### src/verilog/sadc_pkg.sv
// Constants, field layout and state encoding of the SAR converter control.
// Assumes one 40 MHz clock domain; all counts are in cycles of that clock.
package sadc_pkg;
   // Result, channel, bus, counter, index and mode widths
   localparam int RES_W = 10;
   localparam int CH_W = 3;
   localparam int AW = 5;
   localparam int DW = 32;
   localparam int CNT_W = 4;
   localparam int IDX_W = 4;
   localparam int MODE_W = 4;

   // Register byte offsets
   localparam logic [AW-1:0] OFF_MODE = 5'h00;
   localparam logic [AW-1:0] OFF_CHAN = 5'h04;
   localparam logic [AW-1:0] OFF_RES = 5'h08;
   localparam logic [AW-1:0] OFF_STAT = 5'h0c;
   localparam logic [AW-1:0] OFF_IEN = 5'h10;
   localparam logic [AW-1:0] OFF_ICLR = 5'h14;

   // Field positions
   localparam int MODE_EN_BIT = 0;
   localparam int MODE_HW_BIT = 1;
   localparam int MODE_EDGE_LSB = 2;
   localparam int STAT_FLAG_BIT = 0;
   localparam int STAT_BUSY_BIT = 1;

   // Trigger edge encodings
   localparam logic [1:0] EDGE_RISE = 2'h1;
   localparam logic [1:0] EDGE_FALL = 2'h2;
   localparam logic [1:0] EDGE_BOTH = 2'h3;

   // Values after reset
   localparam logic [MODE_W-1:0] MODE_RST = 4'h0;
   localparam logic [CH_W-1:0] CHAN_RST = 3'h0;
   localparam logic [RES_W-1:0] RES_RST = 10'h000;
   localparam logic IEN_RST = 1'b0;

   // Conversion timing: sampling takes one tenth of the period
   localparam int SAMPLE_CYCLES = 10;
   localparam int CONV_CYCLES = SAMPLE_CYCLES * 10;
   localparam int BIT_CYCLES = (CONV_CYCLES - SAMPLE_CYCLES) / RES_W;
   localparam logic [CNT_W-1:0] SAMP_LAST = CNT_W'(SAMPLE_CYCLES - 1);
   localparam logic [CNT_W-1:0] BIT_LAST = CNT_W'(BIT_CYCLES - 1);

   // Sequencer states
   typedef enum logic [2:0] {
      ST_IDLE = 3'b001,
      ST_WAIT = 3'b010,
      ST_RUN = 3'b100
   } sadc_state_type;
endpackage

### src/verilog/sadc_sar_if.sv
// Carrier between the sequencer and the approximation engine.
// Assumes both ends share mclk_i; no crossing takes place here.
`timescale 1ns/100ps
interface sadc_sar_if;
   import sadc_pkg::*;
   logic start; // Begin a fresh conversion, restarts a running one
   logic abort; // Stop the running conversion
   logic done; // One-cycle pulse, result is valid
   logic busy; // Conversion in progress
   logic [RES_W-1:0] result; // Settled code
   modport ctrl (output start, output abort,
                 input done, input busy, input result);
   modport engine (input start, input abort,
                   output done, output busy, output result);
endinterface

### src/verilog/sadc_sar.sv
// Successive approximation engine: sampling phase, then one trial per bit.
// Assumes the comparator input is already synchronised to mclk_i.
`timescale 1ns/100ps
module sadc_sar
   import sadc_pkg::*;
(
   // Clock, reset and enable
   input wire logic mclk_i,
   input wire logic rst_i,
   input wire logic ce_i,
   // Comparator, high when input is above the trial tap
   input wire logic comp_i,
   // Sequencer side
   sadc_sar_if.engine sar,
   // Analog front end
   output logic sample_o,
   output logic [RES_W-1:0] dac_o
);
   logic busy_q; // Conversion running
   logic sample_q; // Sampling switch closed
   logic done_q; // Completion pulse
   logic [CNT_W-1:0] cnt_q; // Cycle within phase
   logic [IDX_W-1:0] idx_q; // Bit under trial
   logic [RES_W-1:0] sar_q; // Approximation register
   logic [RES_W-1:0] sar_d;
   logic [RES_W-1:0] res_q; // Latched result

   // Phase end and bit decision strobes
   wire step_end = cnt_q == (sample_q ? SAMP_LAST : BIT_LAST);
   wire samp_end = busy_q && sample_q && step_end;
   wire decide = busy_q && !sample_q && step_end;
   wire last = decide && (idx_q == '0);

   // Per bit: keep or drop on decision, then set the next lower trial
   genvar i;
   generate
      for (i = 0; i < RES_W; i++) begin : g_bit
         wire top_b = (i == RES_W - 1);
         wire own = decide && (idx_q == IDX_W'(i));
         wire nxt = decide && (idx_q == IDX_W'(i + 1));
         assign sar_d[i] = sar.start ? 1'b0 :
                           (samp_end && top_b) ? 1'b1 :
                           own ? comp_i :
                           nxt ? 1'b1 : sar_q[i];
      end
   endgenerate

   // Sequencing of sample and bit phases; start beats abort for restart
   always_ff @(posedge mclk_i or posedge rst_i) begin
      if (rst_i) begin
         busy_q <= 1'b0;
         sample_q <= 1'b0;
         done_q <= 1'b0;
         cnt_q <= '0;
         idx_q <= '0;
      end else if (ce_i) begin
         if (sar.start) begin
            busy_q <= 1'b1;
            sample_q <= 1'b1;
            done_q <= 1'b0;
            cnt_q <= '0;
            idx_q <= IDX_W'(RES_W - 1);
         end else if (sar.abort || !busy_q) begin
            busy_q <= 1'b0;
            sample_q <= 1'b0;
            done_q <= 1'b0;
            cnt_q <= '0;
         end else begin
            done_q <= last;
            cnt_q <= step_end ? '0 : cnt_q + 1'b1;
            if (samp_end) begin
               sample_q <= 1'b0;
            end else if (last) begin
               busy_q <= 1'b0;
            end else if (decide) begin
               idx_q <= idx_q - 1'b1;
            end
         end
      end
   end

   // Approximation register and all-bits-at-once result transfer
   always_ff @(posedge mclk_i or posedge rst_i) begin
      if (rst_i) begin
         sar_q <= '0;
         res_q <= RES_RST;
      end else if (ce_i) begin
         sar_q <= sar_d;
         // A restart in the last decision cycle must not latch the
         // cleared trial code
         if (last && !sar.start) begin
            res_q <= sar_d;
         end
      end
   end

   assign sar.busy = busy_q;
   assign sar.done = done_q;
   assign sar.result = res_q;
   assign sample_o = sample_q;
   assign dac_o = sar_q;
endmodule

### src/verilog/sadc_top.sv
// Control of a 10-bit SAR converter: bus registers, start sequencing,
// completion conflicts, completion flag and interrupt.
// Assumes an Avalon-MM master on mclk_i; trigger and comparator are
// asynchronous and are synchronised here.
//
// Functional notes
// - Result read wins, new result follows after
// - Triggers ignored while converting or writing result
// - Config write at completion wins, result kept
// - Discarded completion raises no interrupt flag
// - Channel rewrite leaves completion flag untouched
// - Sampling takes a tenth of the period
// - Ten-bit result stored in result register
// - MSB-first approximation, all bits transferred together
// - Software mode converts back to back
// - Hardware mode: one conversion per trigger
// - Config write aborts conversion, restarts it only in enabled software mode
//
// Added by the designer: the placing of the registers and the Avalon-MM interface to the registers.
`timescale 1ns/100ps
module sadc_top
   import sadc_pkg::*;
(
   // Clock, reset and enable
   input wire logic mclk_i,
   input wire logic rst_i,
   input wire logic ce_i,
   // Avalon-MM slave
   input wire logic [AW-1:0] avs_address_i,
   input wire logic avs_read_i,
   input wire logic avs_write_i,
   input wire logic [DW-1:0] avs_writedata_i,
   input wire logic [3:0] avs_byteenable_i,
   output logic [DW-1:0] avs_readdata_o,
   output logic avs_waitrequest_o,
   // Asynchronous pins
   input wire logic external_trigger_in_i,
   input wire logic comparator_i,
   // Analog front end
   output logic sample_switch_o,
   output logic [RES_W-1:0] dac_code_o,
   output logic [CH_W-1:0] channel_o,
   // Interrupt
   output logic conversion_end_irq_o
);
   // Carrier to the approximation engine; start and abort go out,
   // done, busy and the settled code come back
   sadc_sar_if sar ();

   // Synchronisers and trigger history
   logic trg_s1_q; // First stage, read by second only
   logic trg_s2_q;
   logic trg_s3_q; // Previous level for edge detect
   logic cmp_s1_q; // First stage, read by second only
   logic cmp_s2_q;

   // Bus handshake
   // waitrequest comes straight from wait_q
   logic wait_q; // Drives waitrequest, high when idle
   logic [DW-1:0] rdata_q; // Read data held to the ack edge

   // Software registers
   // Channel and mode keep their value across stops
   logic [MODE_W-1:0] converter_mode_reg_q;
   logic [MODE_W-1:0] mode_d;
   logic [CH_W-1:0] channel_select_reg_q;
   logic [RES_W-1:0] conversion_result_reg_q;
   logic ien_q; // Interrupt enable
   logic conversion_end_flag_q; // Sticky completion flag
   logic flag_d;
   logic irq_q;

   // Deferred result while a result read is in flight
   // A read of the result has priority over the store
   logic pend_q;
   logic [RES_W-1:0] pend_val_q;

   // Sequencer
   // One-hot states, encoded in the package
   sadc_state_type state_q;
   sadc_state_type state_d;
   logic start_w;

   // Two-flop synchronisers for the pins
   // The third trigger stage keeps the previous level for edge
   // detection; an edge made by reset itself meets the idle
   // sequencer and is dropped
   always_ff @(posedge mclk_i or posedge rst_i) begin
      if (rst_i) begin
         trg_s1_q <= 1'b0;
         trg_s2_q <= 1'b0;
         trg_s3_q <= 1'b0;
         cmp_s1_q <= 1'b0;
         cmp_s2_q <= 1'b0;
      end else if (ce_i) begin
         trg_s1_q <= external_trigger_in_i;
         trg_s2_q <= trg_s1_q;
         trg_s3_q <= trg_s2_q;
         cmp_s1_q <= comparator_i;
         cmp_s2_q <= cmp_s1_q;
      end
   end

   // Address decode
   // Exact match on all five bits, so no register shows up twice
   wire a_mode = avs_address_i == OFF_MODE;
   wire a_chan = avs_address_i == OFF_CHAN;
   wire a_res = avs_address_i == OFF_RES;
   wire a_stat = avs_address_i == OFF_STAT;
   wire a_ien = avs_address_i == OFF_IEN;
   wire a_iclr = avs_address_i == OFF_ICLR;

   // Handshake: one wait cycle, then the ack edge
   // A fixed single wait state costs one cycle per access but lets the
   // read data come from a flip-flop instead of the address decoder
   wire req = avs_read_i || avs_write_i;
   wire rd_take = avs_read_i && wait_q;
   // Writes act only on the ack edge and need the low byte lane
   wire wr_fire = avs_write_i && !wait_q && avs_byteenable_i[0];
   wire cfg_wr = wr_fire && (a_mode || a_chan);
   // A read of the result is in flight until its ack edge has passed
   // Byte enables do not qualify reads
   wire rd_res = avs_read_i && a_res;

   // New mode value, as seen by the sequencer in the write cycle
   // Using the stored value would restart with the old enable and
   // start source for one conversion
   assign mode_d = (wr_fire && a_mode) ?
                   avs_writedata_i[MODE_W-1:0] : converter_mode_reg_q;
   wire en_d = mode_d[MODE_EN_BIT];
   wire hw_d = mode_d[MODE_HW_BIT];
   wire [1:0] edge_sel = converter_mode_reg_q[MODE_EDGE_LSB +: 2];

   // Trigger edge by selected polarity
   // Edge code zero matches nothing: hardware mode then stays waiting
   // until software writes a new mode
   wire rise = trg_s2_q && !trg_s3_q;
   wire fall = !trg_s2_q && trg_s3_q;
   wire trig_edge = ((edge_sel == EDGE_RISE) && rise) ||
                    ((edge_sel == EDGE_FALL) && fall) ||
                    ((edge_sel == EDGE_BOTH) && (rise || fall));

   // Completion conflict: configuration write wins
   // The write aborts the engine in the same edge, so the code that
   // would have been stored belongs to the old setting and is dropped
   wire done_ok = sar.done && !cfg_wr;
   // Result read wins; result goes in once the read is served
   wire commit = (done_ok || pend_q) && !rd_res;
   wire [RES_W-1:0] commit_val = pend_q ? pend_val_q : sar.result;
   // Writing one to bit zero of the clear register drops the flag
   wire flag_clr = wr_fire && a_iclr && avs_writedata_i[STAT_FLAG_BIT];

   // Read data selection; unmapped and write-only read as zero
   // Data are taken at the wait edge, so a status change in the ack
   // cycle shows only on the next read
   wire [DW-1:0] rd_mux =
      a_mode ? DW'(converter_mode_reg_q) :
      a_chan ? DW'(channel_select_reg_q) :
      a_res ? DW'(conversion_result_reg_q) :
      a_stat ? DW'({sar.busy, conversion_end_flag_q}) :
      a_ien ? DW'(ien_q) : '0;

   // Bus slave: wait, ack for one cycle, drop back to waiting
   // A request still high after its ack is seen as a new one, which
   // is how back-to-back accesses are served
   always_ff @(posedge mclk_i or posedge rst_i) begin
      if (rst_i) begin
         wait_q <= 1'b1;
         rdata_q <= '0;
      end else if (ce_i) begin
         wait_q <= !(req && wait_q);
         if (rd_take) begin
            rdata_q <= rd_mux;
         end
      end
   end

   // Mode, channel and interrupt enable registers
   // Only byte lane zero carries fields, so it alone gates a write
   always_ff @(posedge mclk_i or posedge rst_i) begin
      if (rst_i) begin
         converter_mode_reg_q <= MODE_RST;
         channel_select_reg_q <= CHAN_RST;
         ien_q <= IEN_RST;
      end else if (ce_i) begin
         // Writes take effect even against a completion
         converter_mode_reg_q <= mode_d;
         if (wr_fire && a_chan) begin
            channel_select_reg_q <= avs_writedata_i[CH_W-1:0];
         end
         if (wr_fire && a_ien) begin
            ien_q <= avs_writedata_i[0];
         end
      end
   end

   // Sticky flag: set beats clear, channel writes do not touch it
   // A clear that meets a completion is lost on purpose: dropping the
   // new completion would hide a result from software
   assign flag_d = commit || (conversion_end_flag_q && !flag_clr);

   // Result register, deferral and completion flag
   // Only one code can wait; the next completion is a full conversion
   // away, far longer than any single read stays in flight
   // The interrupt follows the flag one cycle late, from a flip-flop
   always_ff @(posedge mclk_i or posedge rst_i) begin
      if (rst_i) begin
         conversion_result_reg_q <= RES_RST;
         pend_q <= 1'b0;
         pend_val_q <= RES_RST;
         conversion_end_flag_q <= 1'b0;
         irq_q <= 1'b0;
      end else if (ce_i) begin
         if (commit) begin
            conversion_result_reg_q <= commit_val;
            pend_q <= 1'b0;
         end else if (done_ok) begin
            // Hold the fresh code until the read is over
            pend_q <= 1'b1;
            pend_val_q <= sar.result;
         end
         // Only stored results set it, so discarded ones stay silent
         conversion_end_flag_q <= flag_d;
         irq_q <= conversion_end_flag_q && ien_q;
      end
   end

   // Sequencer next state and start request
   // Waiting is the only state that looks at trigger edges; the
   // running state leaves only on completion or a config write
   always_comb begin
      state_d = state_q;
      start_w = 1'b0;
      if (cfg_wr) begin
         // Any config write reinitialises the conversion
         if (!en_d) begin
            state_d = ST_IDLE;
         end else if (hw_d) begin
            state_d = ST_WAIT;
         end else begin
            state_d = ST_RUN;
            start_w = 1'b1;
         end
      end else begin
         case (state_q)
            ST_IDLE: begin
               state_d = ST_IDLE;
            end
            ST_WAIT: begin
               // Only waiting accepts an edge
               if (trig_edge) begin
                  state_d = ST_RUN;
                  start_w = 1'b1;
               end
            end
            ST_RUN: begin
               // Edges are ignored here, also in the store cycle
               if (sar.done && hw_d) begin
                  state_d = ST_WAIT;
               end else if (sar.done) begin
                  start_w = 1'b1;
               end
            end
            default: begin
               state_d = ST_IDLE;
            end
         endcase
      end
   end

   // Sequencer state register
   // Frozen with the rest of the block while ce_i is low
   always_ff @(posedge mclk_i or posedge rst_i) begin
      if (rst_i) begin
         state_q <= ST_IDLE;
      end else if (ce_i) begin
         state_q <= state_d;
      end
   end

   // Abort on any config write; a restart rides on start
   // The engine gives start priority, so abort plus start restarts
   // from the sampling phase instead of stopping
   assign sar.start = start_w;
   assign sar.abort = cfg_wr;

   // Approximation engine
   // It sees only the synchronised comparator, never the raw pin
   sadc_sar sadc_sar_inst (
      .mclk_i(mclk_i),
      .rst_i(rst_i),
      .ce_i(ce_i),
      .comp_i(cmp_s2_q),
      .sar(sar),
      .sample_o(sample_switch_o),
      .dac_o(dac_code_o)
   );

   // Outputs from flip-flops
   // No output passes through logic after its register
   assign avs_readdata_o = rdata_q;
   assign avs_waitrequest_o = wait_q;
   assign channel_o = channel_select_reg_q;
   assign conversion_end_irq_o = irq_q;
endmodule

### config.mk
export PLATFORM = sky130hd
export DESIGN_NAME = sadc_top
export DESIGN_NICKNAME = d
export VERILOG_FILES = /design/src/verilog/sadc_pkg.sv /design/src/verilog/sadc_sar_if.sv /design/src/verilog/sadc_sar.sv /design/src/verilog/sadc_top.sv
export SDC_FILE = /design/constraint.sdc
export NUM_CORES = 1
export LEC_CHECK = 0
export BUFFER_PORTS_ARGS = -buffer_cell sky130_fd_sc_hd__buf_4
export CORE_MARGIN = 2
export CORE_UTILIZATION = 46
export DETAILED_ROUTE_END_ITERATION = 12
export PLACE_DENSITY_LB_ADDON = 0.05
export SYNTH_ARGS = -nofsm -noshare
export SYNTH_HDL_FRONTEND = slang
export SYNTH_HIERARCHICAL = 1
export SYNTH_SLANG_ARGS = --single-unit
export TNS_END_PERCENT = 100
### constraint.sdc
create_clock -name mclk_i -period 2.9 [get_ports mclk_i]
set_input_delay 0.58 -clock mclk_i [delete_from_list [all_inputs] [get_ports mclk_i]]
set_output_delay 0.58 -clock mclk_i [all_outputs]
set_load 0.01 [all_outputs]
# After elaboration in Yosys (flattened, before gate mapping)
# Cells that the tools add are included.
[op_classes]
add_sub_neg = 2
multipliers = 0
n_div = 0
order_cmp = 0
eq_ne = 27
shift = 0
n_mux = 71
n_bitwise = 1
n_reduce_logical = 73
[ops]
columns = ["cell", "count"]
rows = [
  ["2-to-1 mux 1 bit", 50],
  ["2-to-1 mux 10 bit", 4],
  ["logical AND 1 bit", 37],
  ["2-to-1 mux 4 bit", 8],
  ["equality test 4 x 3 -> 1 bit (second input constant)", 4],
  ["AND reduction 2 bit", 8],
  ["2-to-1 mux 3 bit", 5],
  ["equality test 4 bit (second input constant)", 3],
  ["equality test 5 x 4 -> 1 bit (second input constant)", 2],
  ["equality test 5 bit (second input constant)", 2],
  ["logical NOT 1 bit", 10],
  ["AND reduction 3 bit", 3],
  ["equality test 4 x 2 -> 1 bit (second input constant)", 2],
  ["logical OR 1 bit", 8],
  ["!= test 2 x 1 -> 1 bit (second input constant)", 3],
  ["!= test 3 bit (second input constant)", 2],
  ["case mux 3 bit (2 select lines)", 1],
  ["nonzero test 3 bit", 2],
  ["equality test 5 x 3 -> 1 bit (second input constant)", 1],
  ["logical NOT 5 bit", 1],
  ["AND reduction 5 bit", 1],
  ["adder 4 x 1 -> 4 bit (second input constant)", 1],
  ["equality test 2 bit (second input constant)", 2],
  ["equality test 4 x 1 -> 1 bit (second input constant)", 1],
  ["11 further kinds", 13],
]
[totals]
ff_bits = 103
latchBits = 0
ramBits = 0
romBits = 0
in_bits = 48
output_inout_bits = 48
elab_cells = 198
mem_count = 0

# Longest topological paths before layout
[logic_depth]
word_depth = 12
ltp_mapped = 11

# Hierarchy
# The synthesis kept the hierarchy.
[modules_own_cells]
columns = ["module", "instances", "cells_each", "area_each_um2", "seq_area_each_um2"]
rows = [
  ["sadc_top", 1, 241, 2553.7, 1253.7],
  ["sadc_sar", 1, 186, 1754.2, 775.7],
]

# Worst setup path after synthesis
# OpenSTA, ideal clock, no wires.
[synth_timing]
kind = "input to register"
startpoint = "input port avs_address_i[1]"
endpoint = "register sadc_sar_inst.res_q[4], in the netlist sadc_sar_inst/sar.result[4]"
setup_ps = 135
t_arrival_ps = 2574
required_time_ps = 2765
slack_ps = 191
cell_stages = 9
path_buffers = 1
path_cell_list = "or4_1 nor3_1 mux2i_1 o2bb2ai_1 nor4bb_1 nand4_1 buf_2 nand2_1 o21ai_0"
[synth_between]
elab_chain_len = 10
word_cells_on_any_way = 16
[synth_rtl]
columns = ["item", "line", "rtl"]
rows = [
  ["start, declared", "sadc_top.sv:29", "input wire logic [AW-1:0] avs_address_i,"],
  ["logical NOT 5 bit", "sadc_top.sv:106", "wire a_mode = avs_address_i == OFF_MODE;"],
  ["logical AND 1 bit", "sadc_top.sv:128", "assign mode_d = (wr_fire && a_mode) ?"],
  ["2-to-1 mux 2 bit", "sadc_top.sv:128", ""],
  ["logical AND 1 bit", "sadc_top.sv:258", "if (sar.done && hw_d) begin"],
  ["2-to-1 mux 1 bit", "sadc_top.sv:258", ""],
  ["case mux 1 bit (2 select lines)", "sadc_top.sv:245", "case (state_q)"],
  ["2-to-1 mux 1 bit *", "sadc_top.sv:234", "if (cfg_wr) begin"],
  ["via sar.start", "sadc_sar_if.sv:6", "logic start;"],
  ["logical NOT 1 bit", "sadc_sar.sv:91", "if (last && !sar.start) begin"],
  ["logical AND 1 bit", "sadc_sar.sv:91", ""],
  ["AND reduction 2 bit (no line)", "n/a", ""],
  ["end signal, assigned", "sadc_sar.sv:92", "res_q <= sar_d;"],
  ["end, declared", "sadc_sar.sv:26", "logic [RES_W-1:0] res_q;"],
]
# Mark *: on every way through the listed nets, which the timed path passes. The rest lies on a longest branch.
# A chain may end at the register's enable or synchronous reset.

# Worst setup path in the final report
[layout_timing]
startpoint = "input port avs_address_i[1]"
endpoint = "register sadc_sar_inst.cnt_q[0]"
[layout_between]
elab_chain_len = 8
word_cells_on_any_way = 15
[layout_rtl]
columns = ["item", "line", "rtl"]
rows = [
  ["logical NOT 5 bit", "sadc_top.sv:106", ""],
  ["logical AND 1 bit", "sadc_top.sv:128", ""],
  ["2-to-1 mux 2 bit", "sadc_top.sv:128", ""],
  ["logical AND 1 bit", "sadc_top.sv:258", ""],
  ["2-to-1 mux 1 bit", "sadc_top.sv:258", ""],
  ["case mux 1 bit (2 select lines)", "sadc_top.sv:245", ""],
  ["2-to-1 mux 1 bit *", "sadc_top.sv:234", ""],
  ["via sar.start", "sadc_sar_if.sv:6", ""],
  ["2-to-1 mux 4 bit *", "sadc_sar.sv:57", "if (sar.start) begin"],
  ["end signal, assigned", "sadc_sar.sv:70", "cnt_q <= step_end ? '0 : cnt_q + 1'b1;"],
  ["end, declared", "sadc_sar.sv:22", "logic [CNT_W-1:0] cnt_q;"],
]
# Marks and branches as above.

==> results.json <==
{
  "drt-pass1-iter-count": 4,
  "postCtsSetupBuffers": 0,
  "synthFlopType": "dfrtp_1",
  "design_area_um2": 4940,
  "synth_area_um2": 4310,
  "overflow": 0,
  "clk_path_buf_depth": 2,
  "grt_pass1_vias": 3188,
  "cts_resized": 0,
  "cp_common_cell": "buf_4",
  "grt_pass1_wl_um": 15600,
  "dieArea_um2": 10200,
  "start_util_pct": 47.1,
  "pwr-share-comb_pct": 10.8,
  "drt_iter0_drc": 81,
  "power_leakage_uw": 0.00227,
  "arrival_ns": 2.79,
  "status": "completed",
  "rows": 35,
  "n_antenna_cell": 0,
  "switching_power_uw": 678,
  "place_area_um2": 4710,
  "critical_path.top_delay_family": "simple AND/OR/NAND/NOR gates",
  "h-tree-depth": 3,
  "slew_headroom_pct": 56.2,
  "synth_cell_types": 64,
  "path_cells": "buf_4, or4_1, nor3_1, mux2i_1, o2bb2ai_1, buf_4, a211o_1, nor2_1, mux2_2",
  "ys_ff_latch": 81,
  "min-delay-path-class": "in -> async",
  "cts_sinks": 81,
  "criticalPathCategory": "in -> reg",
  "yosys_warnings": 6,
  "mostFrequentLayoutCells": "dfrtp_1 (79), buf_4 (58), nand2_1 (51)",
  "die_h_um": 101,
  "hold_violations": 0,
  "cp.required_ns": 3.15,
  "drive_gt1_share_pct": 25.3,
  "rsz0062_at_grt": "no",
  "fin_crit_ns": 2.54,
  "synth_edf_count": 0,
  "setup_viol": 0,
  "intPower_uw": 1820,
  "n_fill_cell": 835,
  "cpMaxStageDelayCell": "or4_1",
  "cts-root-buf": "clkbuf_8",
  "max_freq_ghz": 0.393,
  "clkTransAtPathRegs_ns": 0.09,
  "pwr-share-clk_pct": 38.8,
  "p_per_area_nw_per_um2": 506,
  "syn-mean-instance-area_um2": 10.1,
  "min_period_over_period_pct": 87.6,
  "clkLatencyLatePin_ns": 0.36,
  "fin_util_pct": 54.0,
  "dpl.hpwl_um": 6660,
  "ir_drop_uv": 203,
  "io_buffers": 42,
  "area_growth_pct": 14.8,
  "synth_top_area_share_pct": 45.9,
  "ys_seq_area_share_pct": 47.1,
  "critPathMaxFanout": 13,
  "crit_path_max_incr_delay_ns": 0.55,
  "cts_tree": "built",
  "seq_power_share_pct": 50.4,
  "syn_inst": 427,
  "skew_ns": 0.0139,
  "route.antenna.remaining_nets": 0,
  "nets": 533,
  "cts_buffers": 9,
  "end_kind": "register",
  "hold_buffers": 0,
  "yosysTopAreaCell": "dfrtp_1",
  "wirelength_um": 9170,
  "swShare_pct": 27.1,
  "vias": 3175,
  "die_w_um": 101,
  "grt_max_degree": 35,
  "worstMarginPinSlew_ns": 0.648,
  "drc_errors": 0,
  "drv_cap": 0,
  "grt_usage_pct": 19.4,
  "antenna_found_initial": 0,
  "setup.worst_path.start_class": "input pin",
  "async_reset_ff_share_pct": 100,
  "final_max_slew_viol_count": 0,
  "wl_per_cell_um": 15.4,
  "ioPinCount": 96,
  "viasPerCell": 5.35,
  "final_common_cell": "dfrtp_1",
  "crit_buf_inv": 2,
  "coreArea_um2": 9150,
  "synth.area.top_cells": "dfrtp_1 (46%), mux2_2 (7.6%), nand2_1 (4.4%)",
  "routabilityCongestion": 0.836
}
[layout make-up]
class | count | area, µm² | share of cell area [%]
clock buffers | 9 | 124 | 2.51
clock inverters | 7 | 108 | 2.18
inverters | 17 | 63.8 | 1.29
multi-input cells | 311 | 2040 | 41.4
flip-flops and latches | 81 | 2030 | 41.1
well taps | 111 | 139 | 2.81
repair buffers | 58 | 435 | 8.81
[cell usage after synthesis, types with 2 or more instances]
cell type / n
mux2i_1: 13
nor3_1: 5
o31ai_1: 3
a21o_1: 2
dfrtp_1: 79
nor4_4: 5
buf_2: 6
a32oi_1: 2
nand3_1: 6
and2b_1: 2
inv_1: 16
nor2_1: 26
ha_1: 7
o211ai_1: 2
mux2_2: 29
dfstp_2: 2
nor2b_1: 6
a22o_1: 2
nand2b_1: 5
nand4_1: 6
o2bb2ai_1: 2
o221ai_1: 2
o21ai_0: 35
nor4b_2: 2
a31oi_1: 13
or2_2: 3
buf_4: 23
nor4bb_1: 2
clkbuf_1: 7
a21oi_1: 28
nand2_1: 51
and3_1: 3
[worst reg2reg max path, cell delays in order, from the launching register on]
cell and delay, ns:
dfstp_2 0.60, and3b_1 0.25, nand2_1 0.13, inv_1 0.07
nand2_1 0.12, nand2_1 0.07, o2bb2ai_1 0.18, nor4bb_1 0.28
nand4_1 0.17, buf_4 0.23, o31ai_1 0.25
[metal layers]
metal / track usage, % / share of wire, % / routed length, µm
met1: 26.7 / 49 / 4490
met2: 30.9 / 46 / 4220
met3: 2.77 / 3.2 / 290
met4: 8.01 / 1.8 / 168
met5: 0 / 0 / 0
[state kept, by name (all words and copies together), names as in the netlist, 3 cells and up]
register and flops:
sadc_sar_inst/sar.result 10, pend_val_q 10, converter_mode_reg_q 4, state_q 3, sadc_sar_inst/idx_q 4, conversion_result_reg_q 10, sadc_sar_inst/cnt_q 4, channel_o 3
avs_readdata_o 10, sadc_sar_inst/dac_o 10
[logic make-up (layout without fill, tap and decap cells)]
logic type | after synthesis | count (layout) | synth area share, %
and+or+nand+nor | 136 | 136 | 18.2
AOI/OAI and AO/OA | 103 | 103 | 14.5
DFF | 81 | 81 | 47.1
buffers and inverters | 56 | 91 | 7.26
muxes | 42 | 42 | 10.6
adders and majority gates | 7 | 7 | 2.03
other | 1 | 22 | 0.0870
xor gates and xnor gates | 1 | 1 | 0.203
[final timing paths]
check | end | from | cells past startpoint | slack [ns]
max in group asynchronous | avs_waitrequest_o | rst_i | 3 | 1.94
min reg2reg | avs_readdata_o[7] | avs_readdata_o[7] | 2 | 0.49
min | cmp_s1_q | rst_i | 2 | 0.19
max | sadc_sar_inst/cnt_q[0] | avs_address_i[1] | 9 | 0.36
min in group mclk_i | converter_mode_reg_q[2] | avs_writedata_i[2] | 3 | 0.43
max reg2reg | sadc_sar_inst/sar.result[1] | avs_waitrequest_o | 10 | 0.46
[stage by stage]
| step | power [µW] | instances | TNS [ns] | hold WS [ns] | setup WS [ns] |
|---|---|---|---|---|---|
| finish | 2500 | 594 | 0 | 0.193 | 0.358 |
| global route | 2630 | 594 | 0 | 0.203 | 0.165 |
| CTS | 2530 | 594 | 0 | 0.193 | 0.388 |
| detailed placement | 1560 | 578 | -0.000227 | 0.473 | -0.000227 |
| global placement | 1550 | 578 | 0 | 0.461 | 0.0642 |
| floorplan | 1470 | 448 | 0 | 0.449 | 0.191 |
[power groups by stage]
stage	Sequential [µW]	Combinational [µW]	Clock, µW
global route	1270	307	1050
detailed placement	1280	273	0
CTS	1260	275	999
global placement	1280	269	0
finish	1260	270	971
floorplan	1270	195	0
No activity file was read; power rests on OpenSTA's default activity.
